File: config.mk
export PLATFORM = sky130hd
export DESIGN_NAME = acr_adc_regs
export DESIGN_NICKNAME = d
export VERILOG_FILES = /design/src/shared/acr_pkg.sv /design/src/shared/acr_mode_if.sv /design/src/rtl/acr_conv_clk_div.sv /design/src/rtl/acr_irq_gate.sv /design/src/rtl/acr_adc_regs.sv
export SDC_FILE = /design/constraint.sdc
export NUM_CORES = 1
export LEC_CHECK = 0
export BUFFER_PORTS_ARGS = -buffer_cell sky130_fd_sc_hd__buf_2
export CORE_ASPECT_RATIO = 1.5
export CORE_UTILIZATION = 30
export CTS_CLUSTER_SIZE = 28
export DETAILED_ROUTE_END_ITERATION = 8
export GPL_TIMING_DRIVEN = 0
export PLACE_DENSITY = 0.61
export SYNTH_ARGS = -nofsm -noshare
export SYNTH_HDL_FRONTEND = slang
export SYNTH_HIERARCHICAL = 1
export SYNTH_SLANG_ARGS = --single-unit
export TNS_END_PERCENT = 10
File: constraint.sdc
create_clock -name sys_clk -period 2.2 [get_ports sys_clk]
set_input_delay 0.22 -clock sys_clk [delete_from_list [all_inputs] [get_ports sys_clk]]
set_output_delay 0.22 -clock sys_clk [all_outputs]
set_load 0.005 [all_outputs]
File: src/shared/acr_pkg.sv
// Constants, field layouts and types for the converter mask and mode register bank.
// Assumes a 32-bit classic Wishbone register bus clocked by sys_clk.
package acr_pkg;
   localparam int          ADDR_W          = 32;
   localparam int          DATA_W          = 32;
   localparam logic [31:0] MASK_REG_ADDR   = 32'hFFFF0504;
   localparam logic [31:0] MODE_REG_ADDR   = 32'hFFFF0508;
   localparam logic [7:0]  MASK_RESET      = 8'h00;
   localparam logic [7:0]  MODE_RESET      = 8'h03;
   // Mask bits that have a source behind them; 7, 5 and 2 stay unwired
   localparam logic [7:0]  MASK_LIVE_BITS  = 8'h5B;
   localparam int          BIT_PRI_READY   = 0;
   localparam int          BIT_AUX_READY   = 1;
   localparam int          BIT_PRI_OVR     = 3;
   localparam int          BIT_PRI_THR     = 4;
   localparam int          BIT_ACC_THR     = 6;
   localparam int          BIT_CLK_SEL     = 7;
   localparam int          BIT_LOW_PWR_EN  = 5;
   localparam int          PWR_MODE_LSB    = 3;
   localparam int          OP_MODE_LSB     = 0;
   localparam int          SYS_CLK_HZ      = 100_000_000;
   localparam int          FAST_CONV_HZ    = 512_000;
   localparam int          SLOW_CONV_HZ    = 131_000;
   // Half-period counts, rounded down so the clock is never slower than stated
   localparam int          FAST_HALF_CYC   = SYS_CLK_HZ / (2 * FAST_CONV_HZ);
   localparam int          SLOW_HALF_CYC   = SYS_CLK_HZ / (2 * SLOW_CONV_HZ);
   localparam int          DIV_W           = 10;

   typedef enum logic [1:0] {
      ACR_PWR_NORMAL   = 2'b00,
      ACR_PWR_LOW      = 2'b01,
      ACR_PWR_NORMAL_B = 2'b10,
      ACR_PWR_LOW_PLUS = 2'b11
   } acr_pwr_t;

   typedef enum logic [2:0] {
      ACR_OP_POWER_DOWN = 3'b000,
      ACR_OP_CONTINUOUS = 3'b001,
      ACR_OP_SINGLE     = 3'b010,
      ACR_OP_IDLE       = 3'b011,
      ACR_OP_SELF_OFS   = 3'b100,
      ACR_OP_SELF_GAIN  = 3'b101,
      ACR_OP_SYS_ZERO   = 3'b110,
      ACR_OP_SYS_FULL   = 3'b111
   } acr_op_t;
endpackage

File: src/shared/acr_mode_if.sv
// Decoded mode settings passed from the register file to the clock divider.
// Assumes both ends run on sys_clk.
interface acr_mode_if;
   logic clkSelFast;
   logic convClk;
   modport regs (output clkSelFast, input convClk);
   modport div  (input clkSelFast, output convClk);
endinterface

File: src/rtl/acr_conv_clk_div.sv
// Conversion clock divider: produces a 512 kHz or 131 kHz square wave.
// Assumes sys_clk at 100 MHz; output is a registered level on sys_clk.
module acr_conv_clk_div
   import acr_pkg::*;
(
   // Clock and reset
   input  wire logic sys_clk,
   input  wire logic reset_n,
   input  wire logic clkEn,
   // Mode link
   acr_mode_if.div   modeLink
);
   import acr_pkg::*;

   typedef struct packed {
      logic [DIV_W-1:0] count;
      logic             level;
   } acr_div_state_t;

   acr_div_state_t s_q;
   acr_div_state_t s_d;
   logic [DIV_W-1:0] limit;

   // Refuse rates that the counter cannot reach
   if (SLOW_HALF_CYC >= (1 << DIV_W) || FAST_HALF_CYC < 1) begin : g_div_range
      $error("Divider counter too narrow for chosen rates");
   end

   always_comb begin
      s_d   = s_q;
      limit = modeLink.clkSelFast ? DIV_W'(FAST_HALF_CYC - 1)
                                  : DIV_W'(SLOW_HALF_CYC - 1);
      // A rate change acts on the current half period; no runt beyond that one half
      if (s_q.count >= limit) begin
         s_d.count = '0;
         s_d.level = ~s_q.level;
      end else begin
         s_d.count = s_q.count + DIV_W'(1);
      end
   end

   always_ff @(posedge sys_clk or negedge reset_n) begin
      if (!reset_n) begin
         s_q <= '0;
      end else if (clkEn) begin
         s_q <= s_d;
      end
   end

   assign modeLink.convClk = s_q.level;
endmodule

File: src/rtl/acr_irq_gate.sv
// Interrupt gate: ANDs the status flags with the mask and ORs them to one request.
// Assumes status flags come from logic on sys_clk.
module acr_irq_gate
   import acr_pkg::*;
(
   // Clock and reset
   input  wire logic       sys_clk,
   input  wire logic       reset_n,
   input  wire logic       clkEn,
   // Sources
   input  wire logic [7:0] statusFlags,
   input  wire logic [7:0] irqMask,
   // Request
   output logic            irqReq
);
   import acr_pkg::*;

   typedef struct packed {
      logic req;
   } acr_irq_state_t;

   acr_irq_state_t s_q;
   acr_irq_state_t s_d;

   always_comb begin
      s_d = s_q;
      // Reserved mask positions are dropped here, so they never raise a request
      s_d.req = |(statusFlags & irqMask & MASK_LIVE_BITS);
   end

   always_ff @(posedge sys_clk or negedge reset_n) begin
      if (!reset_n) begin
         s_q <= '0;
      end else if (clkEn) begin
         s_q <= s_d;
      end
   end

   assign irqReq = s_q.req;
endmodule

File: src/rtl/acr_adc_regs.sv
// Converter mask and mode register bank with classic Wishbone slave.
// Assumes a single-clock Wishbone master and status flags on sys_clk.
//
// Behaviour
// - Mask register resets to zero.
// - Mask bits align with low status bits.
// - Ready flags request interrupt when enabled.
// - Threshold flags request interrupt when enabled.
// - Overrange flag requests interrupt via bit 3.
// - Mask bits 7, 5, 2 have no effect.
// - Mode register 8-bit, resets to 0x03.
// - Bit 7 picks 512 or 131 kHz.
// - Low power enable ignored in normal mode.
// - Bits 4:3 decode normal or low power.
// - Power mode 11 is low power plus.
// - Bits 2:0 decode operation mode.
module acr_adc_regs
   import acr_pkg::*;
(
   // Clock and reset
   input  wire logic                 sys_clk,
   input  wire logic                 reset_n,
   input  wire logic                 clkEn,
   // Wishbone slave
   input  wire logic                 wb_cyc_i,
   input  wire logic                 wb_stb_i,
   input  wire logic                 wb_we_i,
   input  wire logic [ADDR_W-1:0]    wb_adr_i,
   input  wire logic [3:0]           wb_sel_i,
   input  wire logic [DATA_W-1:0]    wb_dat_i,
   output logic      [DATA_W-1:0]    wb_dat_o,
   output logic                      wb_ack_o,
   output logic                      wb_err_o,
   // Converter status
   input  wire logic [7:0]           statusFlags,
   // Converter controls
   output logic                      irqReq,
   output logic                      conversionClock,
   output logic                      clkSelFast,
   output logic                      lowPowerActive,
   output logic                      lowPowerPlus,
   output acr_pkg::acr_op_t          opMode
);
   import acr_pkg::*;

   typedef struct packed {
      logic [7:0]        mask;
      logic [7:0]        mode;
      logic              ack;
      logic              err;
      logic [DATA_W-1:0] rdata;
      logic              lpActive;
      logic              lpPlus;
   } acr_reg_state_t;

   acr_reg_state_t s_q;
   acr_reg_state_t s_d;
   acr_mode_if     modeLink ();
   logic           req;
   logic           hitMask;
   logic           hitMode;
   acr_pwr_t       pwr;

   function automatic logic pwr_is_low(input logic [1:0] cfg);
      return cfg == ACR_PWR_LOW || cfg == ACR_PWR_LOW_PLUS;
   endfunction

   assign req     = wb_cyc_i && wb_stb_i && !s_q.ack && !s_q.err;
   assign hitMask = wb_adr_i == MASK_REG_ADDR;
   assign hitMode = wb_adr_i == MODE_REG_ADDR;
   assign pwr     = acr_pwr_t'(s_q.mode[PWR_MODE_LSB +: 2]);

   always_comb begin
      s_d       = s_q;
      s_d.ack   = 1'b0;
      s_d.err   = 1'b0;
      // One wait state: ack comes the cycle after the request is seen
      // Writes land on the edge at which the master sees ack, request still standing
      if (wb_cyc_i && wb_stb_i && s_q.ack && wb_we_i && wb_sel_i[0]) begin
         if (hitMask)
            s_d.mask = wb_dat_i[7:0];
         else if (hitMode)
            s_d.mode = wb_dat_i[7:0];
      end
      if (req) begin
         if (hitMask || hitMode) begin
            s_d.ack = 1'b1;
            s_d.rdata = {24'h000000, hitMask ? s_q.mask : s_q.mode};
         end else begin
            s_d.err   = 1'b1;
            s_d.rdata = '0;
         end
      end
      // Low power enable only counts when the power field selects low power
      s_d.lpActive = pwr_is_low(pwr) && s_q.mode[BIT_LOW_PWR_EN];
      s_d.lpPlus   = pwr == ACR_PWR_LOW_PLUS;
   end

   always_ff @(posedge sys_clk or negedge reset_n) begin
      if (!reset_n) begin
         s_q      <= '0;
         s_q.mask <= MASK_RESET;
         s_q.mode <= MODE_RESET;
      end else if (clkEn) begin
         s_q <= s_d;
      end
   end

   assign modeLink.clkSelFast = s_q.mode[BIT_CLK_SEL];

   acr_conv_clk_div u_div (
      .sys_clk  (sys_clk),
      .reset_n  (reset_n),
      .clkEn    (clkEn),
      .modeLink (modeLink.div)
   );

   acr_irq_gate u_irq (
      .sys_clk     (sys_clk),
      .reset_n     (reset_n),
      .clkEn       (clkEn),
      .statusFlags (statusFlags),
      .irqMask     (s_q.mask),
      .irqReq      (irqReq)
   );

   assign wb_dat_o        = s_q.rdata;
   assign wb_ack_o        = s_q.ack;
   assign wb_err_o        = s_q.err;
   assign conversionClock = modeLink.convClk;
   assign clkSelFast      = modeLink.clkSelFast;
   assign lowPowerActive  = s_q.lpActive;
   assign lowPowerPlus    = s_q.lpPlus;
   assign opMode          = acr_op_t'(s_q.mode[OP_MODE_LSB +: 3]);
endmodule

==> key figures <==
Run status
  • Status: finished, final reports clean

Critical path
  • CP max FO: 8
  • CP delay by family, top: flip-flops
  • CP max stage delay: 480 ps
  • Crit path DAT: between 2000 and 2500 ps
  • CP Launch Type: register
  • CP bufs+invs: 1
  • Crit path capture type: register
  • Crit path required time: 2420 ps
  • CP Cell Sequence: ha_1, nor3b_1, a31oi_1, a21oi_2, and2_4, buf_6, xor2_2
  • Setup CP Type: reg2reg
  • Slowest CP cell: dfrtp_1

Timing
  • Fin Setup TNS: 0 ps
  • Slew HR: 41.1%
  • Pins Over Slew Limit: 0
  • Worst-Margin Slew: roughly 880 ps
  • Tmin final: 1950 ps
  • Clk_skew: 3.85 ps
  • Final setup fails: 0
  • RSZ-0062 raised after global routing: false
  • Hold Violations, Final: 0
  • Fin crit share: 88.5%
  • Fmax: just over 0.5 GHz

Die
  • Site Rows: 38
  • # IOs: approximately 120
  • Die width: 73.4 µm
  • Die Ht: 109 µm
  • Die area: about 8000 µm²
  • Initial Utilization: 31.4%
  • Core area: 7320 µm²

Finish
  • Multi-input logic area: 1040 µm²
  • Synth-to-layout area growth: 29.8%
  • Commonest non-fill, non-tap cell in the layout: buf_2
  • Finished Core Util: 40.7%
  • Fill cell total of the finished layout: 750
  • Nets: 399
  • Most frequent cells in the layout: buf_2, dfrtp_1, buf_4, conb_1, mux2_4
  • Share of layout cells above drive strength 1: 44.6%
  • FF/Latch Area: 1000 µm²
  • Ant. Diodes: 0

Clock tree
  • Post_cts resized: 0
  • Post-CTS Setup Inserts: 0
  • CTS tree: done
  • CTS clock-pin slew for the worst setup and hold paths: 80 ps
  • Total CTS buffers: 5
  • Root Driver: clkbuf_8
  • Cts hold-fix bufs: 0
  • Clock sink count: 40
  • Worst skew pair latency: 290 ps
  • Clk buf depth: 2
  • # H-tree levels: 2

Global route
  • Largest net degree at the start of global routing: 41
  • Number of global-route vias before repair: 1,699
  • Total gr overflow: 0
  • GR Util All Layers: 13.1%
  • First-pass GRT wire length: 8000 µm
  • Antenna violations before repair: 0

Yosys
  • Ys async rst share: 100%
  • Post-Syn Instances: 212
  • Seq cells post-synth: 40
  • Synth unique cells: 40
  • Yosys warning total: 6
  • Mapped Area: 2300 µm²
  • Post-synth EDFFs: 0
  • Top_reg_cell synth: dfrtp_1
  • Sequential cell area fraction in the yosys report: a little over two fifths
  • Synth Area per Inst: 10.8 µm²

Placement
  • Buffers on Ports: 69
  • RePlAce Congestion: 0.762
  • DPL Wire Length: 3650 µm

Routing
  • Final ANT Viol Nets: 0
  • Routed Wire Length: approximately 4800 µm
  • Remaining DRCs: 0
  • DR iter-0 viols: 47
  • DR pass1 iterations: 4
  • Via count: 1,769
  • WL per Instance: 11.7 µm
  • Via density: 4.29

Power
  • Worst VDD drop: 0.387 mV
  • Leakage power: between 0.0015 and 0.002 µW
  • Power per cell area: 586 nW/µm²

Flow run
  • Max-cap violations: 0

Min path
  • Hold Path Class: in2async
-- power breakdown --
group,leakage (µW),internal [µW],total (µW),switching (µW)
combinational,0.00106,132,251,118
clock,0.0000645,400,654,253
sequential,0.000536,783,840,56.9
-- metrics by stage --
stage / instance area, µm² / worst slack, ps / hold slack [ps] / total power, µW / std cells
6_report: 2980 / 252 / 48.2 / 1740 / 412
5_1_grt: 2980 / 114 / 136 / 1850 / 412
4_1_cts: 2980 / 240 / 89.7 / 1780 / 412
3_5_place_dp: 2850 / 96.6 / 408 / 1110 / 404
3_3_place_gp: 2850 / 130 / 403 / 1100 / 404
2_1_floorplan: 2380 / 344 / -75.6 / 1000 / 235
-- kinds of logic after synthesis --
| logic type | after synthesis | synth area share (%) |
|---|---|---|
| simple gates | 54 | 13.5 |
| buf+inv | 51 | 14.9 |
| flops | 40 | 43.7 |
| compound gates | 31 | 8.28 |
| mux | 24 | 14.0 |
| fa+ha+maj | 6 | 3.27 |
| xor+xnor | 5 | 2.23 |
| other cells | 1 | 0.163 |
-- sequential cells by signal, summed over array words and instances (netlist names) --
| register | cells |
|---|---|
| pwr | 2 |
| lowPowerActive | 1 |
| u_div/s_q | 10 |
| opMode | 3 |
| u_irq/irqReq | 1 |
| u_div/modeLink.convClk | 1 |
| wb_ack_o | 1 |
| s_q | 10 |
| wb_err_o | 1 |
| lowPowerPlus | 1 |
| wb_dat_o | 8 |
| clkSelFast | 1 |
-- worst register-to-register path: cells and delay by family (launching register included) --
family                     cells  cell delay [ps]
DFF                            1              480
AOI/OAI and AO/OA              2              430
and+or+nand+nor                2              410
adders and majority gates      1              330
xor gates and xnor gates       1              120
buffers and inverters          1              110
-- worst paths after layout --
kind,startpoint,to,slack (ps),cells after the start
setup / recovery,clkSelFast$_DFFE_PN0P_,u_div/modeLink.convClk$_DFFE_PN0P_,250,7
hold / removal,reset_n,u_div/s_q[6]$_DFFE_PN0P_,50,1
setup reg to reg,clkSelFast$_DFFE_PN0P_,u_div/modeLink.convClk$_DFFE_PN0P_,250,7
hold reg to reg,u_div/modeLink.convClk$_DFFE_PN0P_,u_div/modeLink.convClk$_DFFE_PN0P_,500,1
max in group asynchronous,reset_n,pwr[0]$_DFFE_PN0P_,1600,1
min in group sys_clk,wb_dat_i[5],s_q[41]$_DFFE_PN0P_,170,2
-- synthesized netlist by cell type, types with 3 or more instances --
library cell / n / area share (%)
nand4_1: 5 / 1.4
dfrtp_1: 38 / 41
inv_1: 10 / 1.6
mux2i_1: 8 / 3.5
nor2_1: 11 / 1.8
xnor2_1: 3 / 1.1
ha_1: 6 / 3.3
a31oi_1: 3 / 0.82
mux2_4: 16 / 10
o21ai_0: 15 / 3.3
nand3_1: 7 / 1.5
clkbuf_1: 3 / 0.49
buf_4: 36 / 12
o22ai_1: 3 / 0.82
nand2_1: 13 / 2.1
-- layout make-up --
cell class | count | share of cell area [%]
Buffer | 41 | 10.2
Clock buffer | 7 | 3.23
Clock inverter | 1 | 1.01
Inverter | 10 | 1.26
Multi-Input combinational cell | 144 | 34.8
Sequential cell | 40 | 33.7
Tap cell | 100 | 4.20
Timing Repair Buffer | 69 | 11.6
-- per-layer routing --
metal | global-route usage (%) | wire length, µm
met4 | 3.57 | 34
met3 | 2.87 | 194
met5 | 0 | 0
met2 | 24.9 | 2570
met1 | 14.3 | 2030
(Power assumes the default switching activity.)
